`config.mk`:
```
export PLATFORM = sky130hd
export DESIGN_NAME = external_memory_controller
export DESIGN_NICKNAME = d
export VERILOG_FILES = /design/src/serial_nvm_reader.v /design/src/external_memory_controller.v
export VERILOG_INCLUDE_DIRS = /design/src
export SDC_FILE = /design/constraint.sdc
export NUM_CORES = 1
export LEC_CHECK = 0
export ABC_CLOCK_PERIOD_IN_PS = 10980
export BUFFER_PORTS_ARGS = -buffer_cell sky130_fd_sc_hd__buf_4
export CAP_MARGIN = 20
export CORE_ASPECT_RATIO = 1.2
export CORE_MARGIN = 3
export CORE_UTILIZATION = 25
export CTS_CLUSTER_SIZE = 14
export DETAILED_ROUTE_END_ITERATION = 16
export PLACE_DENSITY = 0.49
export SLEW_MARGIN = 25
export SYNTH_ARGS = -nofsm -noshare
export SYNTH_HDL_FRONTEND = slang
export SYNTH_HIERARCHICAL = 1
export SYNTH_SLANG_ARGS = --single-unit
```
`constraint.sdc`:
```
create_clock -name clk -period 10.98 [get_ports clk]
set_input_delay 0.549 -clock clk [delete_from_list [all_inputs] [get_ports clk]]
set_output_delay 0.549 -clock clk [all_outputs]
set_load 0.02 [all_outputs]
```
`src/ext_mem_regs.vh`:
```
`ifndef EXT_MEM_REGS_VH
`define EXT_MEM_REGS_VH

// ----------------------------------------------------------------
// Clock and timing
// ----------------------------------------------------------------
`define CLK_HZ 200000000
`define CLK_PERIOD_NS 5
`define NVM_HZ 400000
`define NVM_HALF_CYC (`CLK_HZ / (2 * `NVM_HZ))
`define ACC_FAST_NS 20
`define ACC_SLOW_NS 120
`define ACC_FAST_CYC ((`ACC_FAST_NS + `CLK_PERIOD_NS - 1) / `CLK_PERIOD_NS)
`define ACC_SLOW_CYC ((`ACC_SLOW_NS + `CLK_PERIOD_NS - 1) / `CLK_PERIOD_NS)

// ----------------------------------------------------------------
// Address space
// ----------------------------------------------------------------
`define ADDR_W 22
`define CODE_TOP_LSB 17
`define USB_TOP_LSB 20
`define SECT_LSB 14
`define OVL_SECTS 8'h08
`define BOOT_BYTES 22'h000008

// ----------------------------------------------------------------
// Register map (byte offsets) and fields
// ----------------------------------------------------------------
`define REG_CTRL 8'h00
`define REG_OVERLAY 8'h04
`define REG_RAMTOP 8'h08
`define REG_STATUS 8'h0C
`define CTRL_CODE_W16 0
`define CTRL_DATA_W16 1
`define CTRL_USB 2
`define CTRL_FAST 3
`define CTRL_RESET 4'h0
`define OVERLAY_RESET 8'h00
`define RAMTOP_RESET 8'h10
`define STAT_STRAP 0
`define STAT_BOOT_DONE 1
`define STAT_BUSY 2

`endif

```
`src/serial_nvm_reader.v`:
```
`timescale 1ns/100ps
`include "ext_mem_regs.vh"

// Streams bytes from a serial memory, MSB first, sampled on each
// rising serial clock edge while enabled.
module serial_nvm_reader (
  // Clock and reset
  input wire clk,
  input wire reset,
  // Control and byte output
  input wire enable,
  output reg byte_valid,
  output reg [7:0] byte_data,
  // Serial pins
  input wire nvm_data_in,
  output reg nvm_clk,
  output reg nvm_select_n
);

  reg [2:0] sync_reg;
  reg bit_reg;
  reg [8:0] div_reg;
  reg [2:0] bit_cnt_reg;
  reg [7:0] shift_reg;

  // Three-stage pin synchroniser, value taken when stages 2 and 3 agree
  always @(posedge clk or posedge reset) begin
    if (reset) begin
      sync_reg <= 3'h0;
      bit_reg <= 1'b0;
    end else begin
      sync_reg <= {sync_reg[1:0], nvm_data_in};
      if (sync_reg[1] == sync_reg[2])
        bit_reg <= sync_reg[2];
    end
  end

  // Divider makes the serial clock; a cut frame still ends low
  always @(posedge clk or posedge reset) begin
    if (reset) begin
      div_reg <= 9'h000;
      nvm_clk <= 1'b0;
      nvm_select_n <= 1'b1;
      bit_cnt_reg <= 3'h0;
      shift_reg <= 8'h00;
      byte_valid <= 1'b0;
      byte_data <= 8'h00;
    end else begin
      byte_valid <= 1'b0;
      nvm_select_n <= ~(enable | nvm_clk);
      if (!enable && !nvm_clk) begin
        div_reg <= 9'h000;
        nvm_clk <= 1'b0;
        bit_cnt_reg <= 3'h0;
      end else if ({23'h000000, div_reg} == `NVM_HALF_CYC - 1) begin
        div_reg <= 9'h000;
        nvm_clk <= ~nvm_clk;
        if (!nvm_clk) begin
          shift_reg <= {shift_reg[6:0], bit_reg};
          bit_cnt_reg <= bit_cnt_reg + 3'h1;
          if (bit_cnt_reg == 3'h7) begin
            byte_valid <= 1'b1;
            byte_data <= {shift_reg[6:0], bit_reg};
          end
        end
      end else begin
        div_reg <= div_reg + 9'h001;
      end
    end
  end

endmodule // serial_nvm_reader

```
`src/external_memory_controller.v`:
```
// Chosen here: the AHB-Lite register port and the placing of the registers.
`timescale 1ns/100ps
`include "ext_mem_regs.vh"

// Functional notes
// - External space is at most 4 MB, cut to 1 MB when USB is the host.
// - Code and data spaces have their own selects; code reaches RAM by overlay, never the ROM region.
// - Up to 128 KB of code overlays RAM in 16 KB sections just below the top of RAM, section 0 lowest.
// - No slow-memory sensing; the clock runs slow after reset until firmware moves to RAM.
// - Code and data spaces are each 8 or 16 bits wide, in any mix.
// - Single x16 versus two x8 organisation comes from a strap sampled at reset.
// - An 8-bit space uses the shared pin as address LSB, low write strobe and read strobe.
// - A 16-bit space of two x8 parts uses the shared pin as high and the low strobe as low write enable.
// - A 16-bit x16 space uses the shared pin as upper and a separate pin as lower byte enable.
// - The shared pin's role follows the accessed space per cycle, from firmware settings.
// - After reset, boot logic copies a serial memory image into RAM at 400 kHz.
module external_memory_controller (
  // Clock and reset
  input wire clk,
  input wire reset,
  // AHB-Lite register slave
  input wire hsel,
  input wire [31:0] haddr,
  input wire [1:0] htrans,
  input wire hwrite,
  input wire [2:0] hsize,
  input wire [31:0] hwdata,
  input wire hready,
  output wire hreadyout,
  output wire hresp,
  output reg [31:0] hrdata,
  // Processor memory requests
  input wire req_valid,
  input wire req_code,
  input wire [21:0] req_addr,
  input wire req_write,
  input wire req_word,
  input wire [15:0] req_wdata,
  output wire req_ready,
  output reg resp_valid,
  output reg resp_err,
  output reg [15:0] resp_rdata,
  // Clock rate and boot status
  output wire instr_clk_slow,
  output wire boot_done,
  // Parallel memory pins
  output reg [21:1] mem_addr,
  output reg code_select_n,
  output reg data_select_n,
  output reg shared_byte_select_pin,
  output reg low_write_strobe_n,
  output reg lower_byte_enable_n,
  output reg memory_read_strobe_n,
  input wire [15:0] mem_data_in,
  output reg [15:0] mem_data_out,
  output reg mem_data_oe,
  // Strap and serial memory pins
  input wire config_strap_pin,
  input wire nvm_data_in,
  output wire nvm_clk,
  output wire nvm_select_n
);

  localparam S_IDLE = 3'h0;
  localparam S_SETUP = 3'h1;
  localparam S_ACC = 3'h2;
  localparam S_HOLD = 3'h3;
  localparam S_RESP = 3'h4;

  // ----------------------------------------------------------------
  // Register file over AHB-Lite
  // ----------------------------------------------------------------
  reg [3:0] ctrl_reg;
  reg [7:0] overlay_reg;
  reg [7:0] ramtop_reg;
  reg [7:0] ahb_addr_reg;
  reg ahb_wr_reg;
  reg strap_x16_reg;
  reg boot_done_reg;
  reg [2:0] state_reg;
  wire ahb_take;
  reg [31:0] rd_mux;

  assign hreadyout = 1'b1;
  assign hresp = 1'b0;
  assign ahb_take = hsel & htrans[1] & hready;

  // Read value prepared in the address phase, shown in the data phase
  always @* begin
    rd_mux = 32'h00000000;
    case (haddr[7:0])
      `REG_CTRL: rd_mux[3:0] = ctrl_reg;
      `REG_OVERLAY: rd_mux[7:0] = overlay_reg;
      `REG_RAMTOP: rd_mux[7:0] = ramtop_reg;
      `REG_STATUS: begin
        rd_mux[`STAT_STRAP] = strap_x16_reg;
        rd_mux[`STAT_BOOT_DONE] = boot_done_reg;
        rd_mux[`STAT_BUSY] = (state_reg != S_IDLE);
      end
      default: rd_mux = 32'h00000000;
    endcase
  end

  // Writes land in the data phase, word wide only
  always @(posedge clk or posedge reset) begin
    if (reset) begin
      ahb_addr_reg <= 8'h00;
      ahb_wr_reg <= 1'b0;
      hrdata <= 32'h00000000;
      ctrl_reg <= `CTRL_RESET;
      overlay_reg <= `OVERLAY_RESET;
      ramtop_reg <= `RAMTOP_RESET;
    end else begin
      ahb_wr_reg <= ahb_take & hwrite;
      if (ahb_take) begin
        ahb_addr_reg <= haddr[7:0];
        hrdata <= rd_mux;
      end
      if (ahb_wr_reg) begin
        case (ahb_addr_reg)
          `REG_CTRL: ctrl_reg <= hwdata[3:0];
          `REG_OVERLAY: overlay_reg <= hwdata[7:0];
          `REG_RAMTOP: ramtop_reg <= hwdata[7:0];
          default: ;
        endcase
      end
    end
  end

  // Slow until firmware declares it runs from RAM
  assign instr_clk_slow = ~ctrl_reg[`CTRL_FAST];

  // ----------------------------------------------------------------
  // Strap capture after reset release
  // ----------------------------------------------------------------
  reg [2:0] strap_sync_reg, strap_age_reg;
  reg strap_done_reg;

  // The strap is only trusted once two late stages agree
  always @(posedge clk or posedge reset) begin
    if (reset) begin
      strap_sync_reg <= 3'h0;
      strap_age_reg <= 3'h0;
      strap_done_reg <= 1'b0;
      strap_x16_reg <= 1'b0;
    end else begin
      strap_sync_reg <= {strap_sync_reg[1:0], config_strap_pin};
      strap_age_reg <= {strap_age_reg[1:0], 1'b1};
      if (!strap_done_reg && strap_age_reg[2] &&
          strap_sync_reg[1] == strap_sync_reg[2]) begin
        strap_x16_reg <= strap_sync_reg[2];
        strap_done_reg <= 1'b1;
      end
    end
  end

  // ----------------------------------------------------------------
  // Boot copy from the serial memory
  // ----------------------------------------------------------------
  wire nvm_byte_valid;
  wire [7:0] nvm_byte;
  reg boot_pend_reg;
  reg [7:0] boot_byte_reg;
  reg [21:0] boot_addr_reg;
  wire boot_take;
  wire boot_run;

  assign boot_run = strap_done_reg & ~boot_done_reg;
  assign boot_done = boot_done_reg;

  serial_nvm_reader u_reader (
    .clk(clk),
    .reset(reset),
    .enable(boot_run),
    .byte_valid(nvm_byte_valid),
    .byte_data(nvm_byte),
    .nvm_data_in(nvm_data_in),
    .nvm_clk(nvm_clk),
    .nvm_select_n(nvm_select_n)
  );

  // A fresh byte beats the clear of the pending flag
  always @(posedge clk or posedge reset) begin
    if (reset) begin
      boot_pend_reg <= 1'b0;
      boot_byte_reg <= 8'h00;
      boot_addr_reg <= 22'h000000;
      boot_done_reg <= 1'b0;
    end else begin
      if (nvm_byte_valid) begin
        boot_pend_reg <= 1'b1;
        boot_byte_reg <= nvm_byte;
      end else if (boot_take) begin
        boot_pend_reg <= 1'b0;
      end
      if (boot_take)
        boot_addr_reg <= boot_addr_reg + 22'h000001;
      if (boot_run && !boot_pend_reg && boot_addr_reg == `BOOT_BYTES)
        boot_done_reg <= 1'b1;
    end
  end

  // ----------------------------------------------------------------
  // Request decode: limits, ROM region and overlay
  // ----------------------------------------------------------------
  wire [2:0] sect;
  wire ovl_hit;
  wire rom_hit;
  wire lim_err;
  wire [7:0] ram_sect;
  wire proc_take;

  assign sect = req_addr[`SECT_LSB+2:`SECT_LSB];
  assign rom_hit = req_code & (|req_addr[21:`CODE_TOP_LSB]);
  assign ovl_hit = req_code & ~rom_hit & overlay_reg[sect];
  // Overlay sections count up to the top of physical RAM, section 0 lowest
  assign ram_sect = ramtop_reg - `OVL_SECTS + {5'h00, sect};
  assign lim_err = ctrl_reg[`CTRL_USB] &
                   (|req_addr[21:`USB_TOP_LSB]);

  // Boot owns the memory until its copy ends
  assign boot_take = (state_reg == S_IDLE) & boot_pend_reg;
  assign req_ready = (state_reg == S_IDLE) & boot_done_reg;
  assign proc_take = req_ready & req_valid;

  // ----------------------------------------------------------------
  // Memory cycle sequencer
  // ----------------------------------------------------------------
  reg cur_code_reg;
  reg [21:0] cur_addr_reg;
  reg cur_write_reg;
  reg cur_word_reg;
  reg [15:0] cur_wdata_reg;
  reg cur_proc_reg;
  reg cur_err_reg;
  reg phase_reg;
  reg [4:0] acc_cnt_reg;
  reg [15:0] rdata_reg;
  wire cur_w16;
  wire two_phase;
  wire [31:0] acc_len;

  // Width of whichever space this cycle targets
  assign cur_w16 = cur_code_reg ? ctrl_reg[`CTRL_CODE_W16]
                                : ctrl_reg[`CTRL_DATA_W16];
  assign two_phase = cur_word_reg & ~cur_w16;
  assign acc_len = ctrl_reg[`CTRL_FAST] ? `ACC_FAST_CYC - 1
                                        : `ACC_SLOW_CYC - 1;

  // Byte lanes wanted in a 16-bit cycle
  function [1:0] lanes;
    input word;
    input a0;
    begin
      lanes = word ? 2'h3 : (a0 ? 2'h2 : 2'h1);
    end
  endfunction

  always @(posedge clk or posedge reset) begin
    if (reset) begin
      state_reg <= S_IDLE;
      cur_code_reg <= 1'b0;
      cur_addr_reg <= 22'h000000;
      cur_write_reg <= 1'b0;
      cur_word_reg <= 1'b0;
      cur_wdata_reg <= 16'h0000;
      cur_proc_reg <= 1'b0;
      cur_err_reg <= 1'b0;
      phase_reg <= 1'b0;
      acc_cnt_reg <= 5'h00;
      rdata_reg <= 16'h0000;
      resp_valid <= 1'b0;
      resp_err <= 1'b0;
      resp_rdata <= 16'h0000;
    end else begin
      resp_valid <= 1'b0;
      case (state_reg)
        S_IDLE: begin
          phase_reg <= 1'b0;
          if (boot_take) begin
            cur_code_reg <= 1'b0;
            cur_addr_reg <= boot_addr_reg;
            cur_write_reg <= 1'b1;
            cur_word_reg <= 1'b0;
            cur_wdata_reg <= {boot_byte_reg, boot_byte_reg};
            cur_proc_reg <= 1'b0;
            cur_err_reg <= 1'b0;
            state_reg <= S_SETUP;
          end else if (proc_take) begin
            cur_code_reg <= req_code & ~ovl_hit;
            cur_addr_reg <= ovl_hit ? {ram_sect, req_addr[13:0]} : req_addr;
            cur_write_reg <= req_write;
            cur_word_reg <= req_word;
            cur_wdata_reg <= req_wdata;
            cur_proc_reg <= 1'b1;
            cur_err_reg <= rom_hit | lim_err;
            // Refused accesses never assert a memory select, strobe or data drive
            state_reg <= (rom_hit | lim_err) ? S_RESP : S_SETUP;
          end
        end
        S_SETUP: begin
          acc_cnt_reg <= acc_len[4:0];
          state_reg <= S_ACC;
        end
        S_ACC: begin
          if (acc_cnt_reg == 5'h00)
            state_reg <= S_HOLD;
          else
            acc_cnt_reg <= acc_cnt_reg - 5'h01;
        end
        S_HOLD: begin
          // Pins still show the strobes of the last access cycle here
          if (!cur_write_reg) begin
            if (cur_w16)
              rdata_reg <= cur_word_reg ? mem_data_in :
                           {8'h00, cur_addr_reg[0] ? mem_data_in[15:8]
                                                   : mem_data_in[7:0]};
            else if (phase_reg)
              rdata_reg[15:8] <= mem_data_in[7:0];
            else
              rdata_reg <= {8'h00, mem_data_in[7:0]};
          end
          if (two_phase && !phase_reg) begin
            phase_reg <= 1'b1;
            state_reg <= S_SETUP;
          end else begin
            state_reg <= S_RESP;
          end
        end
        S_RESP: begin
          resp_valid <= cur_proc_reg;
          resp_err <= cur_err_reg;
          resp_rdata <= cur_err_reg ? 16'h0000 : rdata_reg;
          state_reg <= S_IDLE;
        end
        default: state_reg <= S_IDLE;
      endcase
    end
  end

  // ----------------------------------------------------------------
  // Pin drive, one cycle behind the sequencer state
  // ----------------------------------------------------------------
  wire on_cycle;
  wire strobe;
  wire a0;
  wire [1:0] ln;
  wire [7:0] wr_byte;

  assign on_cycle = (state_reg == S_SETUP) | (state_reg == S_ACC) |
                    (state_reg == S_HOLD);
  assign strobe = (state_reg == S_ACC);
  assign a0 = cur_word_reg ? phase_reg : cur_addr_reg[0];
  assign ln = lanes(cur_word_reg, cur_addr_reg[0]);
  assign wr_byte = (two_phase && phase_reg) ? cur_wdata_reg[15:8]
                                            : cur_wdata_reg[7:0];

  always @(posedge clk or posedge reset) begin
    if (reset) begin
      mem_addr <= 21'h000000;
      code_select_n <= 1'b1;
      data_select_n <= 1'b1;
      shared_byte_select_pin <= 1'b1;
      low_write_strobe_n <= 1'b1;
      lower_byte_enable_n <= 1'b1;
      memory_read_strobe_n <= 1'b1;
      mem_data_out <= 16'h0000;
      mem_data_oe <= 1'b0;
    end else begin
      mem_addr <= cur_addr_reg[21:1];
      code_select_n <= ~(on_cycle & cur_code_reg);
      data_select_n <= ~(on_cycle & ~cur_code_reg);
      memory_read_strobe_n <= ~(strobe & ~cur_write_reg);
      mem_data_oe <= on_cycle & cur_write_reg;
      mem_data_out <= cur_word_reg ? cur_wdata_reg : {wr_byte, wr_byte};
      if (!cur_w16) begin
        shared_byte_select_pin <= a0;
        low_write_strobe_n <= ~(strobe & cur_write_reg);
        lower_byte_enable_n <= 1'b1;
        mem_data_out <= {8'h00, wr_byte};
      end else if (strap_x16_reg) begin
        shared_byte_select_pin <= ~(on_cycle & ln[1]);
        lower_byte_enable_n <= ~(on_cycle & ln[0]);
        low_write_strobe_n <= ~(strobe & cur_write_reg);
      end else begin
        shared_byte_select_pin <= ~(strobe & cur_write_reg & ln[1]);
        low_write_strobe_n <= ~(strobe & cur_write_reg & ln[0]);
        lower_byte_enable_n <= 1'b1;
      end
    end
  end

endmodule // external_memory_controller

```
==> results.yml <==
timing:
  drv_slew: 0
  finalSetupViolations: 0
  max_slew.worst_pin.slew_ns: 1.01
  max_freq_mhz: 384
  finalCritPeriodShare_pct: 23.7
  timing.setup.tns_ns: 0
  rsz0062_at_grt: "false"
  final.setup_skew_ns: 0.0182
  finalCriticalPeriod_ns: 2.61
  slew-limit-headroom_pct: 32.4
  hold_viol_final: 0
die:
  boundaryPins: 235
  initial_core_util_pct: 25.5
  fp.coreArea_um2: 42100
  rows: 82
  chipHeight_um: 233
  die_w_um: 195
  dieArea_um2: 45500
synthesis:
  synthFlopType: "dfrtp_1"
  ys_types: 83
  synth_area_um2: 10700
  synth-seq-cells: 241
  yosysSeqAreaShare_pct: 56.3
  synth-edff-count: 0
  syn-instance-count: 905
  synthArstFlopShare_pct: 100
  postSynthAreaPerCell_um2: 11.9
  yosysWarnings: 6
global_route:
  grt_pass1_wl_mm: 44.6
  grt_max_degree: 135
  grt_use_total_pct: 12.3
  antenna_found_initial: 0
  grt_overflow: 0
  grt_pass1_vias: 7795
routing:
  drc: 0
  vias: 7402
  viasPerCell: 4.56
  wire_per_inst_um: 17.4
  first_pass_iters: 6
  ant_nets: 0
  drt_wl_total_mm: 28.2
  drtIter0Drc: 396
cells_and_area:
  final_common_cell: "dfrtp_1"
  syn2layout_area_growth_pct: 22.9
  layout_common_cells: "dfrtp_1, buf_4, mux2_2, o21ai_0"
  diodes: 0
  drive_gt1_share_pct: 28.5
  utilization_pct: 31.4
  fin_nets: 1200
  n_fill_cell: 4314
cts:
  clk_pin_slew_ns: 0.06
  root_buffer: "clkbuf_16"
  cts_tree: "done"
  cts-resized-gates: 0
  post-cts-setup-buffer-count: 0
  worst_skew_pair.late_latency_ns: 0.56
  clockBufferDepth: 3
  clkSinkCount: 241
  cts_hold_buf: 0
  h-tree-depth: 1
  numCtsBuffers: 27
placement:
  place.gp.congestion: 0.759
  dp_hpwl_mm: 20.0
  port_buffers: 156
worst_setup_path:
  cp-end-kind: "flop"
  crit_arrival_ns: 3.05
  startpoint_type: "flop"
  r2r_slack_ns: 8.37
  path_max_fanout: 8
  setup.worst_path.class: "flop to flop"
  crit_required_ns: 11.42
power:
  power.density_nw_per_um2: 148
  ir_drop_uv: 102
  p_leak_uw: 0.00590
hold_path:
  hold_class: "input port to async pin"
flow_run:
  max_cap_viol_count: 0
outcome:
  run_status: "complete, no violations"
cell families after synthesis:
group | Yosys count | synth area share [%]
flip-flops | 241 | 56.3
AND/OR/NAND/NOR | 233 | 12.6
AO/OA/AOI/OAI | 194 | 12.0
multiplexers | 97 | 10.3
buffers and inverters | 92 | 4.61
XOR/XNOR | 34 | 2.77
adder cells (fa/ha/maj) | 12 | 1.44
other | 2 | 0.0699
area by class of cell:
type                            instances  area, um2  area share (%)
Multi-Input combinational cell        597       4300            32.6
Timing Repair Buffer                  165       1240            9.41
Sequential cell                       241       6040            45.8
Tap cell                              546        683            5.18
Clock buffer                           43        766            5.80
Inverter                               23       98.8           0.749
Clock inverter                          7       67.6           0.512
metrics by stage:
stage	total power, uW	setup WS, ns	cells	instance area (um2)	hold WS [ns]
after floorplan	1050	4.79	930	10800	0.331
after global placement	1090	8.35	1572	12400	0.332
after detailed placement	1100	8.34	1572	12400	0.335
after CTS	1980	8.31	1622	13200	0.0684
after global routing	2040	8.19	1622	13200	0.0677
final	1950	8.37	1622	13200	0.0569
critical path, stage by stage (launching register included):
cell and delay (ns):
dfrtp_1 0.50, nor2_1 0.45, nand2b_1 0.14, nor4b_2 0.67, buf_4 0.28, nand2_4 0.12, mux2_4 0.31
cell usage after synthesis, types with 4 or more instances:
cell type,instances,area [um2]
a22oi_1,56,420
dfstp_2,8,210
mux2i_1,30,300
nor3b_1,4,30.0
buf_4,33,248
clkbuf_1,23,86.3
mux2_2,57,642
mux2_4,8,120
o22ai_1,4,25.0
nand4_1,6,37.5
o21ai_0,57,285
nand3_1,16,80.1
nor4_1,8,50.1
nor4_2,6,75.1
nand2b_1,22,138
a222oi_1,5,50.1
a21o_1,5,37.5
o21ai_1,5,25.0
ha_1,10,125
nand2_1,57,214
inv_1,23,86.3
xnor2_1,18,158
or3_1,4,25.0
a21oi_1,27,135
nor2_1,54,203
dfrtp_1,233,5830
nor2b_1,5,31.3
and2_1,4,25.0
a22o_1,7,61.3
nor3_1,11,55.1
xor2_1,16,140
nor4b_1,5,43.8
buf_2,8,40.0
worst paths after layout:
path | from | endpoint | cells after the start
worst max-delay path | boot_done | u_reader/byte_data[2] | 6
worst min-delay path | reset | mem_addr[10] | 2
worst max register to register | boot_done | u_reader/byte_data[2] | 6
worst min register to register | u_reader/sync_reg[0] | u_reader/sync_reg[1] | 0
max in group asynchronous | reset | rdata_reg[5] | 3
min in group clk | nvm_data_in | u_reader/sync_reg[0] | 1
layer usage:
layer | share of wire [%] | vias to the layer above | track usage (%)
li1 | - | 3519 | -
met1 | 44 | 3668 | 15.9
met2 | 49 | 173 | 20.6
met3 | 5.0 | 42 | 2.32
met4 | 2.6 | 0 | 4.21
met5 | 0 | - | 0
report_power, final:
group / total [uW] / leakage, uW / switching (uW) / internal [uW]
Clock: 870 / 0.000408 / 370 / 500
Combinational: 136 / 0.00251 / 74.3 / 61.4
Sequential: 943 / 0.00298 / 28.8 / 915
Total: 1950 / 0.00590 / 473 / 1480
Note: power is estimated with default switching activity, not from simulation.
